===== config.mk =====
export PLATFORM = sky130hd
export DESIGN_NAME = ssc_ctrl
export DESIGN_NICKNAME = d
export VERILOG_FILES = /design/src/logic/ssc_pkg.sv /design/src/logic/ssc_ctrl.sv /design/src/logic/ssc_slot.sv
export SDC_FILE = /design/constraint.sdc
export NUM_CORES = 2
export LEC_CHECK = 0
export ABC_AREA = 1
export BUFFER_PORTS_ARGS = -buffer_cell sky130_fd_sc_hd__buf_2
export CELL_PAD_IN_SITES_DETAIL_PLACEMENT = 1
export CELL_PAD_IN_SITES_GLOBAL_PLACEMENT = 2
export CORE_UTILIZATION = 40
export DETAILED_ROUTE_END_ITERATION = 6
export PLACE_DENSITY_LB_ADDON = 0.1
export SLEW_MARGIN = 25
export SYNTH_ARGS = -nofsm -noshare
export SYNTH_HDL_FRONTEND = slang
export SYNTH_HIERARCHICAL = 1
export SYNTH_SLANG_ARGS = --single-unit

===== constraint.sdc =====
create_clock -name clk_sys -period 10.35 [get_ports clk_sys]
set_clock_uncertainty 0.05 [all_clocks]
set_input_delay 0.5175 -clock clk_sys [delete_from_list [all_inputs] [get_ports clk_sys]]
set_output_delay 0.5175 -clock clk_sys [all_outputs]
set_load 0.005 [all_outputs]

===== src/logic/ssc_pkg.sv =====
package ssc_pkg;
	localparam logic [7:0]  DELIM        = 8'h7e;
	localparam logic [7:0]  FT_REQ       = 8'h2e;
	localparam logic [7:0]  FT_RSP       = 8'hae;
	localparam logic [7:0]  ST_OK        = 8'h00;
	localparam logic [7:0]  ST_INVALID   = 8'h0a;
	localparam logic [7:0]  ST_AUTH_FAIL = 8'h01;
	localparam logic [7:0]  CKS_GOOD     = 8'hff;
	localparam logic [63:0] BCAST        = 64'h0000_0000_0000_ffff;
	localparam int          OPT_LOGOUT   = 0;
	localparam int          OPT_TERM     = 1;
	localparam int          OPT_REFRESH  = 2;
	localparam logic [15:0] TO_MAX       = 16'h4650;
	localparam logic [15:0] TO_NONE      = 16'h0000;
	// body index = frame offset - 3
	localparam logic [15:0] IX_TYPE      = 16'h0000;
	localparam logic [15:0] IX_DEST      = 16'h0001;
	localparam logic [15:0] IX_OPT       = 16'h0009;
	localparam logic [15:0] IX_TO_HI     = 16'h000a;
	localparam logic [15:0] IX_TO_LO     = 16'h000b;
	localparam logic [15:0] IX_PWD       = 16'h000c;
	localparam logic [15:0] PWD_END      = 16'h004c;
	localparam logic [15:0] MIN_LEN      = 16'h000c;
	localparam logic [15:0] RSP_LEN      = 16'h0002;
	localparam logic [2:0]  RSP_LAST     = 3'h5;
	localparam int          NSRV         = 4;
	localparam int          NSLOT        = 5;
	localparam int          CLI          = 4;
	localparam logic [3:0]  A_CTRL       = 4'h0;
	localparam logic [3:0]  A_STAT       = 4'h4;
	localparam logic [3:0]  A_RESP       = 4'h8;
	localparam logic [3:0]  A_DROP       = 4'hc;
	localparam logic        CTRL_EN_RST  = 1'b1;
	localparam longint      CLK_NS       = 4;
	localparam longint      TENTH_NS     = 100_000_000;
	localparam int          TICK_CYC     = int'(TENTH_NS / CLK_NS);
	typedef enum logic [2:0] {
		S_IDLE = 3'b000,
		S_LENH = 3'b001,
		S_LENL = 3'b011,
		S_BODY = 3'b010,
		S_CSUM = 3'b110,
		S_EXEC = 3'b111,
		S_AUTH = 3'b101,
		S_RESP = 3'b100
	} ssc_state_t;
endpackage


===== src/logic/ssc_ctrl.sv =====
// The Avalon-MM interface to the registers and the register addresses were decided locally.
module ssc_ctrl import ssc_pkg::*; #(
	parameter int TICK_CYCLES = TICK_CYC
) (
	input  wire logic        clk_sys,
	input  wire logic        rst_n,
	input  wire logic [3:0]  avs_address,
	input  wire logic        avs_read,
	input  wire logic        avs_write,
	input  wire logic [31:0] avs_writedata,
	output logic [31:0]      avs_readdata,
	output logic             avs_waitrequest,
	input  wire logic        rxValid,
	input  wire logic [7:0]  rxData,
	output logic             rxReady,
	output logic             txValid,
	output logic [7:0]       txData,
	input  wire logic        txReady,
	output logic             authStart,
	output logic [63:0]      authAddr,
	output logic             pwdValid,
	output logic [7:0]       pwdData,
	input  wire logic        authDone,
	input  wire logic        authOk,
	input  wire logic        remLoginValid,
	input  wire logic [63:0] remAddr,
	input  wire logic [15:0] remTimeout,
	input  wire logic        remRefresh,
	output logic             remLoginAck,
	output logic             remLoginNak,
	input  wire logic        secMsgValid,
	input  wire logic [63:0] secMsgAddr,
	output logic             secMsgAllow,
	output logic [NSLOT-1:0] sessActive
);
	ssc_state_t  state_q, state_d;
	logic [15:0] len_q, idx_q, tmo_q, drops_q;
	logic [7:0]  lenHi_q, type_q, opt_q, sum_q, rspStat_q, rspCnt_q, txd_q;
	logic [63:0] dest_q;
	logic [2:0]  txIdx_q;
	logic [31:0] tickCnt_q, rd_q;
	logic        tick_q, ctrlEn_q, wait_q, rxr_q, txv_q, authStart_q, pwdv_q;
	logic [7:0]  pwdd_q, stampCtr_q;
	logic        ack_q, nak_q, allow_q;
	logic [7:0]  rspStat_d;

	logic [NSLOT-1:0] slotAct, slotYld, slotOpen, slotClose, slotHit;
	logic [63:0]      slotAddr [NSLOT];
	logic [7:0]       slotStamp [NSLOT];

	wire take    = rxValid && rxr_q;
	wire inExec  = state_q == S_EXEC;
	wire isShort = len_q < MIN_LEN;
	wire isLogout = opt_q[OPT_LOGOUT];
	wire isTerm  = !isLogout && opt_q[OPT_TERM];
	wire isLogin = !isLogout && !isTerm;
	wire isBcast = dest_q == BCAST;
	wire loginBad = isBcast || (tmo_q > TO_MAX);
	wire loginGo = inExec && !isShort && isLogin && !loginBad;
	wire [7:0] sumNext = sum_q + rxData;
	wire cksOk   = sumNext == CKS_GOOD;
	wire lastBody = idx_q == 16'(len_q - 16'h0001);
	wire txFire  = txv_q && txReady;
	wire [2:0] txIdxNext = 3'(txIdx_q + 3'h1);
	wire tickEnd = tickCnt_q == 32'(TICK_CYCLES - 1);

	function automatic logic [7:0] rspByte(input logic [2:0] i, input logic [7:0] st);
		case (i)
			3'h0:    rspByte = DELIM;
			3'h1:    rspByte = RSP_LEN[15:8];
			3'h2:    rspByte = RSP_LEN[7:0];
			3'h3:    rspByte = FT_RSP;
			3'h4:    rspByte = st;
			default: rspByte = 8'(CKS_GOOD - 8'(FT_RSP + st));
		endcase
	endfunction

	always_comb
	begin
		state_d = state_q;
		case (state_q)
			S_IDLE: if (take && rxData == DELIM && ctrlEn_q) state_d = S_LENH;
			S_LENH: if (take) state_d = S_LENL;
			S_LENL: if (take) state_d = ({lenHi_q, rxData} == 16'h0) ? S_CSUM : S_BODY;
			S_BODY: if (take && lastBody) state_d = S_CSUM;
			S_CSUM: if (take) state_d = (cksOk && type_q == FT_REQ) ? S_EXEC : S_IDLE;
			S_EXEC: state_d = loginGo ? S_AUTH : S_RESP;
			S_AUTH: if (authDone) state_d = S_RESP;
			S_RESP: if (txFire && txIdx_q == RSP_LAST) state_d = S_IDLE;
			default: state_d = S_IDLE;
		endcase
	end

	assign rspStat_d = (state_q == S_AUTH) ? (authOk ? ST_OK : ST_AUTH_FAIL)
		: ((isShort || (isLogin && loginBad)) ? ST_INVALID : ST_OK);

	// frame parser
	always_ff @(posedge clk_sys or negedge rst_n)
	begin
		if (!rst_n)
		begin
			state_q <= S_IDLE;
			rxr_q   <= 1'b0;
			lenHi_q <= 8'h00;
			len_q   <= 16'h0;
			idx_q   <= 16'h0;
			sum_q   <= 8'h00;
			type_q  <= 8'h00;
			dest_q  <= 64'h0;
			opt_q   <= 8'h00;
			tmo_q   <= 16'h0;
			drops_q <= 16'h0;
		end
		else
		begin
			state_q <= state_d;
			rxr_q   <= state_d inside {S_IDLE, S_LENH, S_LENL, S_BODY, S_CSUM};
			if (take)
			begin
				case (state_q)
					S_LENH: lenHi_q <= rxData;
					S_LENL:
					begin
						len_q  <= {lenHi_q, rxData};
						idx_q  <= 16'h0;
						sum_q  <= 8'h00;
						type_q <= 8'h00;
					end
					S_BODY:
					begin
						sum_q <= sumNext;
						idx_q <= 16'(idx_q + 16'h0001);
						if (idx_q == IX_TYPE) type_q <= rxData;
						if (idx_q >= IX_DEST && idx_q < IX_OPT) dest_q <= {dest_q[55:0], rxData};
						if (idx_q == IX_OPT) opt_q <= rxData;
						if (idx_q == IX_TO_HI) tmo_q[15:8] <= rxData;
						if (idx_q == IX_TO_LO) tmo_q[7:0] <= rxData;
					end
					S_CSUM: if (!cksOk) drops_q <= 16'(drops_q + 16'h0001);
					default: ;
				endcase
			end
		end
	end

	// password bytes go to the authenticator only for a login
	always_ff @(posedge clk_sys or negedge rst_n)
	begin
		if (!rst_n)
		begin
			pwdv_q <= 1'b0;
			pwdd_q <= 8'h00;
		end
		else
		begin
			pwdv_q <= take && state_q == S_BODY && idx_q >= IX_PWD && idx_q < PWD_END
				&& !opt_q[OPT_LOGOUT] && !opt_q[OPT_TERM];
			pwdd_q <= rxData;
		end
	end

	// response generator
	always_ff @(posedge clk_sys or negedge rst_n)
	begin
		if (!rst_n)
		begin
			txv_q       <= 1'b0;
			txd_q       <= 8'h00;
			txIdx_q     <= 3'h0;
			rspStat_q   <= ST_OK;
			rspCnt_q    <= 8'h00;
			authStart_q <= 1'b0;
		end
		else
		begin
			authStart_q <= loginGo;
			if (state_q != S_RESP && state_d == S_RESP)
			begin
				rspStat_q <= rspStat_d;
				txv_q     <= 1'b1;
				txIdx_q   <= 3'h0;
				txd_q     <= DELIM;
				rspCnt_q  <= 8'(rspCnt_q + 8'h01);
			end
			else if (txFire)
			begin
				txv_q   <= txIdx_q != RSP_LAST;
				txIdx_q <= txIdxNext;
				txd_q   <= rspByte(txIdxNext, rspStat_q);
			end
		end
	end

	// session slots: NSRV incoming, one client at CLI
	assign slotOpen[CLI]  = state_q == S_AUTH && authDone && authOk;
	assign slotClose[CLI] = inExec && !isShort && isLogout && slotAct[CLI]
		&& slotAddr[CLI] == dest_q;

	logic             freeFound, yldFound;
	logic [1:0]       freeIdx, oldIdx;
	logic [7:0]       bestAge, age;
	always_comb
	begin
		freeFound = 1'b0;
		yldFound  = 1'b0;
		freeIdx   = 2'h0;
		oldIdx    = 2'h0;
		bestAge   = 8'h00;
		age       = 8'h00;
		for (int i = 0; i < NSRV; i++)
		begin
			age = 8'(stampCtr_q - slotStamp[i]);
			if (!slotAct[i] && !freeFound)
			begin
				freeFound = 1'b1;
				freeIdx   = 2'(i);
			end
			if (slotYld[i] && (!yldFound || age > bestAge))
			begin
				yldFound = 1'b1;
				oldIdx   = 2'(i);
				bestAge  = age;
			end
		end
	end
	// a remote login during a terminate is refused so the terminate sees a stable table
	wire remGo = remLoginValid && !inExec && (freeFound || yldFound);
	wire [1:0] remIdx = freeFound ? freeIdx : oldIdx;

	for (genvar g = 0; g < NSLOT; g++)
	begin : gSlot
		if (g < NSRV)
		begin : gSrv
			assign slotOpen[g]  = remGo && remIdx == 2'(g);
			assign slotClose[g] = inExec && !isShort && isTerm && slotAct[g]
				&& (isBcast || slotAddr[g] == dest_q);
		end
		ssc_slot uSlot (
			.clk_sys     (clk_sys),
			.rst_n       (rst_n),
			.tick        (tick_q),
			.open        (slotOpen[g]),
			.openAddr    (g == CLI ? dest_q : remAddr),
			.openTo      (g == CLI ? tmo_q : remTimeout),
			.openRefresh (g == CLI ? opt_q[OPT_REFRESH] : remRefresh),
			.openStamp   (stampCtr_q),
			.close       (slotClose[g]),
			.msgValid    (secMsgValid),
			.msgAddr     (secMsgAddr),
			.active      (slotAct[g]),
			.yielding    (slotYld[g]),
			.addr        (slotAddr[g]),
			.stamp       (slotStamp[g])
		);
		assign slotHit[g] = slotAct[g] && slotAddr[g] == secMsgAddr;
	end

	always_ff @(posedge clk_sys or negedge rst_n)
	begin
		if (!rst_n)
		begin
			tickCnt_q  <= 32'h0;
			tick_q     <= 1'b0;
			stampCtr_q <= 8'h00;
			ack_q      <= 1'b0;
			nak_q      <= 1'b0;
			allow_q    <= 1'b0;
		end
		else
		begin
			tickCnt_q <= tickEnd ? 32'h0 : 32'(tickCnt_q + 32'h1);
			tick_q    <= tickEnd;
			if (remGo) stampCtr_q <= 8'(stampCtr_q + 8'h01);
			ack_q   <= remGo;
			nak_q   <= remLoginValid && !remGo;
			allow_q <= secMsgValid && (|slotHit);
		end
	end

	// avalon slave: one wait state on every access
	wire busHit  = (avs_read || avs_write) && wait_q;
	wire wrCtrl  = avs_write && !wait_q && avs_address == A_CTRL;
	wire [31:0] rdMux = (avs_address == A_CTRL) ? {31'h0, ctrlEn_q}
		: (avs_address == A_STAT) ? {21'h0, state_q, 3'h0, slotAct}
		: (avs_address == A_RESP) ? {16'h0, rspCnt_q, rspStat_q}
		: (avs_address == A_DROP) ? {16'h0, drops_q} : 32'h0;

	always_ff @(posedge clk_sys or negedge rst_n)
	begin
		if (!rst_n)
		begin
			wait_q   <= 1'b1;
			rd_q     <= 32'h0;
			ctrlEn_q <= CTRL_EN_RST;
		end
		else
		begin
			wait_q <= !busHit;
			if (busHit && avs_read) rd_q <= rdMux;
			if (wrCtrl) ctrlEn_q <= avs_writedata[0];
		end
	end

	assign avs_readdata    = rd_q;
	assign avs_waitrequest = wait_q;
	assign rxReady         = rxr_q;
	assign txValid         = txv_q;
	assign txData          = txd_q;
	assign authStart       = authStart_q;
	assign authAddr        = dest_q;
	assign pwdValid        = pwdv_q;
	assign pwdData         = pwdd_q;
	assign remLoginAck     = ack_q;
	assign remLoginNak     = nak_q;
	assign secMsgAllow     = allow_q;
	assign sessActive      = slotAct;
endmodule


===== src/logic/ssc_slot.sv =====
module ssc_slot import ssc_pkg::*; (
	input  wire logic        clk_sys,
	input  wire logic        rst_n,
	input  wire logic        tick,
	input  wire logic        open,
	input  wire logic [63:0] openAddr,
	input  wire logic [15:0] openTo,
	input  wire logic        openRefresh,
	input  wire logic [7:0]  openStamp,
	input  wire logic        close,
	input  wire logic        msgValid,
	input  wire logic [63:0] msgAddr,
	output logic             active,
	output logic             yielding,
	output logic [63:0]      addr,
	output logic [7:0]       stamp
);
	logic        active_q;
	logic [63:0] addr_q;
	logic [15:0] tmo_q;
	logic [15:0] rem_q;
	logic        refr_q;
	logic [7:0]  stamp_q;
	wire hit = msgValid && active_q && (msgAddr == addr_q);
	// one extra tick so that a partial first tenth never shortens the session
	wire expire = tick && active_q && (tmo_q != TO_NONE) && (rem_q == 16'h0000);

	always_ff @(posedge clk_sys or negedge rst_n)
	begin
		if (!rst_n)
		begin
			active_q <= 1'b0;
			addr_q   <= 64'h0;
			tmo_q    <= 16'h0;
			rem_q    <= 16'h0;
			refr_q   <= 1'b0;
			stamp_q  <= 8'h00;
		end
		else if (close)
			active_q <= 1'b0;
		else if (open)
		begin
			active_q <= 1'b1;
			addr_q   <= openAddr;
			tmo_q    <= openTo;
			rem_q    <= openTo;
			refr_q   <= openRefresh;
			stamp_q  <= openStamp;
		end
		else if (expire)
			active_q <= 1'b0;
		else if (hit && refr_q)
			rem_q <= tmo_q;
		else if (tick && rem_q != 16'h0000)
			rem_q <= rem_q - 16'h0001;
	end

	assign active   = active_q;
	assign yielding = active_q && (tmo_q == TO_NONE);
	assign addr     = addr_q;
	assign stamp    = stamp_q;
endmodule


# Word level (Yosys, flattened, before mapping)

Index checks and enable logic that the tools add are counted.

Word-level logic and storage cells: 413
Output and inout bits: 125
Register bits: 797
Bits of input ports: 199

Bitwise logic cells: 6
Magnitude comparators: 9
Add/subtract/negate cells: 19
Equality and inequality tests: 55
Mux-type cells: 83
Reduce and logical (&&, ||, !) cells: 183

Operators with widths:

| kind                    | count |
|---|---|
| $eq A64 B64 Y1          | 15 |
| $mux W16                | 24 |
| $logic_not A16 Y1       | 11 |
| $reduce_bool A16 Y1     | 10 |
| $logic_and A1 B1 Y1     | 96 |
| $sub A16 B1 Y16 const B | 6 |
| $eq A64 B16 Y1 const B  | 1 |
| $eq A16 B4 Y1 const B   | 3 |
| $mux W8                 | 6 |
| $pmux W8 S5             | 1 |
| $mux W3                 | 11 |
| $reduce_and A3 Y1       | 11 |
| $add A16 B1 Y16 const B | 2 |
| $add A32 B1 Y32 const B | 1 |
| $eq A32 B25 Y1 const B  | 1 |
| $lt A16 B4 Y1 const B   | 2 |
| $mux W32                | 1 |
| $pmux W16 S2            | 1 |
| $pmux W8 S2             | 2 |
| $sub A8 B8 Y8           | 4 |
| $reduce_bool A3 Y1      | 10 |
| $mux W1                 | 29 |
| $eq A3 B3 Y1 const B    | 8 |
| $gt A8 B8 Y1            | 3 |
| other kinds (35)        | 96 |

# Depth between registers and ports, before layout

Word-level depth: 20
Gate-level depth with buffers: 54
Mapped depth without buffers: 51

# Hierarchy

Netlist, hierarchy kept.

By module, submodules not included:

| module                        | times used | cells each | area each (um^2) | seq. area each (um^2) |
|---|---|---|---|---|
| ssc_slot (gSlot[0].uSlot ...) | 4          | 696        | 5861.9           | 2652.5 |
| ssc_ctrl                      | 1          | 3391       | 23009.6          | 6333.6 |
| ssc_slot (gSlot[4].uSlot)     | 1          | 695        | 5836.8           | 2652.5 |

# Least setup slack after synthesis

Ideal clock, no wire load.

Kind: register to register
Start: reg stampCtr_q[0]
End: reg gSlot[1].uSlot.addr_q[0]
Arrival: 6.446 ns
Setup time: 0.133 ns
Data required time: 10.167 ns
Clock period less this slack: 6.629 ns
Slack: 3.721 ns
Stages on the path, launching flop included: 50
Buffers on the path: 6
Cell sequence: dfrtp_1 inv_1 ha_1 inv_1 fa_1 nand3_1 nand3_1 nand2_1 nand2_1 a21oi_1 nor2_1 nor2_1 inv_1 ha_1 nand2_1 nor2_1 nand3_1 nor2_1 [... 14 more ...] inv_1 nor2_1 nor2_1 o21ai_0 nand2_1 o211ai_1 o21ai_0 nand2_1 a21oi_1 nand2_1 nand3_1 nor2_1 buf_2 nand2_1 buf_2 buf_2 buf_1 a21oi_1

Cells in the longest elaborated chain, start to end: 18
Elaborated cells between the ends (all ways): 30
Those cells by class: add/sub (4); order compare (3); eq/ne (1); mux (10); reduce/logical (12)

RTL lines:

| item                                                       | line                             | text |
|---|---|---|
| start: declaration                                         | ssc_ctrl.sv:43                   | `logic [7:0] pwdd_q, stampCtr_q;` |
| start signal: assignment                                   | ssc_ctrl.sv:273                  | `if (remGo) stampCtr_q <= 8'(stampCtr_q + 8'h01);` |
| $sub A8 B8 Y8                                              | ssc_ctrl.sv:212                  | `age = 8'(stampCtr_q - slotStamp[i]);` |
| $mux W8                                                    | ssc_ctrl.sv:218                  | `if (slotYld[i] && (!yldFound \|\| age > bestAge))` |
| $gt A8 B8 Y1                                               | ssc_ctrl.sv:218                  |  |
| $logic_or A1 B1 Y1                                         | ssc_ctrl.sv:218                  |  |
| $logic_and A1 B1 Y1                                        | ssc_ctrl.sv:218                  |  |
| $mux W8 / $mux W1 (equally long branches)                  | ssc_ctrl.sv:218                  |  |
| $gt A8 B8 Y1 / $logic_not A1 Y1 (equally long branches)    | ssc_ctrl.sv:218                  |  |
| $logic_or A1 B1 Y1                                         | ssc_ctrl.sv:218                  |  |
| [... 3 more ...]                                           | -                                |  |
| $logic_or A1 B1 Y1                                         | ssc_ctrl.sv:218                  |  |
| $logic_and A1 B1 Y1                                        | ssc_ctrl.sv:218                  |  |
| $mux W2 / $mux W1 (equally long branches)                  | ssc_ctrl.sv:218                  |  |
| $mux W2 / $logic_or A1 B1 Y1 (equally long branches)       | ssc_ctrl.sv:228, ssc_ctrl.sv:227 |  |
| $eq A2 B1 Y1 / $logic_and A1 B1 Y1 (equally long branches) | ssc_ctrl.sv:234, ssc_ctrl.sv:227 |  |
| $logic_and A1 B1 Y1 *                                      | ssc_ctrl.sv:234                  | `assign slotOpen[g] = remGo && remIdx == 2'(g);` |
| named net slotOpen[1]                                      | ssc_ctrl.sv:47                   | `logic [NSLOT-1:0] slotAct, slotYld, slotOpen, slotClose, slotHit;` |
| $reduce_and A2 Y1 (no source line) *                       | -                                |  |
| end signal: assignment                                     | ssc_slot.sv:44                   | `addr_q <= openAddr;` |
| end: declaration                                           | ssc_slot.sv:19                   | `logic [63:0] addr_q;` |

The timed path passes the listed nets; every way through them passes the cells marked *.
A chain may end at the register's enable or synchronous reset.

# Final worst setup path

Start: reg gSlot[0].uSlot.tmo_q[14]
End: reg gSlot[2].uSlot.addr_q[20]

Cells in the longest elaborated chain, start to end: 19
Elaborated cells between the ends (all ways): 30
Those cells by class: order compare (3); eq/ne (1); mux (11); reduce/logical (15)

RTL lines:

| item                                                       | line                             | text |
|---|---|---|
| start: declaration                                         | ssc_slot.sv:20                   | `logic [15:0] tmo_q;` |
| start signal: assignment                                   | ssc_slot.sv:45                   | `tmo_q <= openTo;` |
| $logic_not A16 Y1 *                                        | ssc_slot.sv:59                   | `assign yielding = active_q && (tmo_q == TO_NONE);` |
| $logic_and A1 B1 Y1 *                                      | ssc_slot.sv:59                   |  |
| named net slotYld[0]                                       | ssc_ctrl.sv:47                   |  |
| $mux W8 / $mux W1 (equally long branches)                  | ssc_ctrl.sv:218                  |  |
| $gt A8 B8 Y1 / $logic_not A1 Y1 (equally long branches)    | ssc_ctrl.sv:218                  |  |
| $logic_or A1 B1 Y1                                         | ssc_ctrl.sv:218                  |  |
| $logic_and A1 B1 Y1                                        | ssc_ctrl.sv:218                  |  |
| $mux W8 / $mux W1 (equally long branches)                  | ssc_ctrl.sv:218                  |  |
| [... 5 more ...]                                           | -                                |  |
| $logic_or A1 B1 Y1                                         | ssc_ctrl.sv:218                  |  |
| $logic_and A1 B1 Y1                                        | ssc_ctrl.sv:218                  |  |
| $mux W2 / $mux W1 (equally long branches)                  | ssc_ctrl.sv:218                  |  |
| $mux W2 / $logic_or A1 B1 Y1 (equally long branches)       | ssc_ctrl.sv:228, ssc_ctrl.sv:227 |  |
| $eq A2 B2 Y1 / $logic_and A1 B1 Y1 (equally long branches) | ssc_ctrl.sv:234, ssc_ctrl.sv:227 |  |
| $logic_and A1 B1 Y1 *                                      | ssc_ctrl.sv:234                  |  |
| named net slotOpen[2]                                      | ssc_ctrl.sv:47                   |  |
| $reduce_and A2 Y1 (no source line) *                       | -                                |  |
| end signal: assignment                                     | ssc_slot.sv:44                   |  |
| end: declaration                                           | ssc_slot.sv:19                   |  |

Marks and branches as above.

==> results.toml <==
[run_status]
status = "completed"

[global_routing]
grt_pass1_vias = 49900
grt_util_all_layers_pct = 37.5
grt_use_met1_pct = 51.0
grt_max_degree = 161
grt_pass1_wl_mm = 357
top_usage_layer = "met2"
met3_usage_pct = 5.74
antenna_found_initial = 41
overflow = 0
grtUsageMet2_pct = 57.7

[yosys]
syn_area_per_cell_um2 = 7.59
yosys_warnings = 6
syn-cell-area_um2 = 52000
syn_inst = 6853

[layout]
final_area_um2 = 58600
postLayoutCoreUtil_pct = 45.7
layout-drive-gt1-share_pct = 13.9
area_growth_pct = 12.6
nets = 7364

[critical_path]
slowest_delay_ns = 0.80
setup.worst_path.end_class = "flip-flop"
path_max_fanout = 55
worstSetupPathType = "reg2reg"
cp_slowest_cell = "nor2_1"
cp.arrival_ns = 9.63
start_kind = "flip-flop"
critPathMostFrequentCell = "o21ai_0"
worstPathRequired_ns = 10.93

[cts]
cts.sinks = 775
clock-root-buffer = "clkbuf_16"
cts_max_level = 3
numCtsBuffers = 96
clockBufferDepth = 3
ctsResizeCount = 0
postCtsSetupRepairBufs = 0
ctsHoldBuffers = 28
clock_latency_ns = 0.75
clkTransAtPathRegs_ns = 0.06
cts_tree = "done"

[sta]
hold_viol = 0
rsz0062_at_grt = "false"
slew_headroom_pct = 23.1
fmaxAchievable_mhz = 110
finalSetupViolCount = 0
tightest_slew_ns = 1.14
maxSlewViolCount = 0
fin_tns_setup_ns = 0
hold_ws_ns = 0.0351
finalCritPeriodShare_pct = 87.5
finalCriticalPeriod_ns = 9.06

[power]
leakage_nw = 29.5
powerDensity_nw_per_um2 = 168
vdd.ir_drop.worst_mv = 0.121

[drt]
wl_per_cell_um = 27.9
drc = 0
wirelength_mm = 248
firstDrtPassIters = 5
drtIter0Drc = 4406
ant_nets = 0
vias = 49900
post_drt_via_cell_ratio = 5.61

[place]
place_area_um2 = 54900
port_buffers = 276
dpl.hpwl_mm = 193
place_congestion = 1.05

[floorplanning]
die_area_um2 = 131000
die_h_um = 363
coreArea_um2 = 128000
io_pins = 324
rows = 131
die_x_um = 363
initial_core_util_pct = 40.6

[hold_path]
hp-class = "in2reg"

[flow_run]
cap_viol_max_count = 0
[cells in the final DEF, fill, tap and decap left out, types with 38 or more instances in the layout]
cell          n
nand2_1    1647
inv_1       838
dfrtp_1     773
nor2_1      738
xnor2_1     411
nand3_1     354
mux2_2      308
buf_2       275
a21oi_1     223
xor2_1      217
o21ai_0     216
nand4_1     188
o22ai_1     151
clkbuf_16    96
ha_1         84
nor4_1       77
nor3_1       67
or2_2        55
buf_4        43
inv_2        40
o21ai_2      38
[critical path: cells and delay by family (launching register included)]
family	cells	cell delay, ns
AOI/OAI and AO/OA	16	2.23
DFF	1	0.39
adders and majority gates	3	0.96
buffers and inverters	5	1.09
and+or+nand+nor	14	3.80
muxes	1	0.32
[state kept, by name (all words and copies together), names as in the netlist, 32 cells and up]
signal,cells
authAddr,64
gSlot.uSlot/addr,320
gSlot.uSlot/rem_q,80
gSlot.uSlot/stamp,32
gSlot.uSlot/tmo_q,80
tickCnt_q,32
[layer usage]
metal,wire (µm),part of all wire (%)
met1,108000,43
met2,108000,44
met3,17000,6.9
met4,14600,5.9
met5,245,0.099
[report_power, final]
part / internal [mW] / switching, mW
registers: 3.30 / 0.500
logic: 0.815 / 1.62
clock network: 2.11 / 1.51
total: 6.22 / 3.63
[area by class of cell]
class                      instances  area (µm²)
inverter                         889        3340
antenna                           13        32.5
multi-input combinational       4955       28100
timing repair buffer             359        2230
tap                             1729        2160
sequential                       775       19400
fill                           15900       69600
clock buffer                     120        2620
clock inverter                    54         704
[stage by stage]
| step | power, mW | instances | worst slack (ns) |
|---|---|---|---|
| after floorplan | 5.18 | 6868 | 3.73 |
| after global placement | 6.15 | 8678 | 1.56 |
| after detailed placement | 6.21 | 8678 | 1.53 |
| after CTS | 9.87 | 8880 | 1.39 |
| after global routing | 10.3 | 8888 | 0.439 |
| final | 9.85 | 8894 | 1.29 |
[final timing paths]
kind                       slack [ns]                     start                 endpoint  depth (start not counted)
hold reg to reg                  0.41              tickCnt_q[0]             tickCnt_q[0]                          1
setup reg to reg                 1.29  gSlot[0].uSlot/tmo_q[14]  gSlot[2].uSlot/addr[20]                         39
hold / removal                   0.04               remAddr[14]  gSlot[0].uSlot/addr[14]                          3
max in group asynchronous        7.75                     rst_n  gSlot[2].uSlot/addr[14]                          4
min in group asynchronous        0.28                     rst_n                 sum_q[5]                          2
setup / recovery                 1.29  gSlot[0].uSlot/tmo_q[14]  gSlot[2].uSlot/addr[20]                         39
No activity file was read; power rests on OpenSTA's default activity.
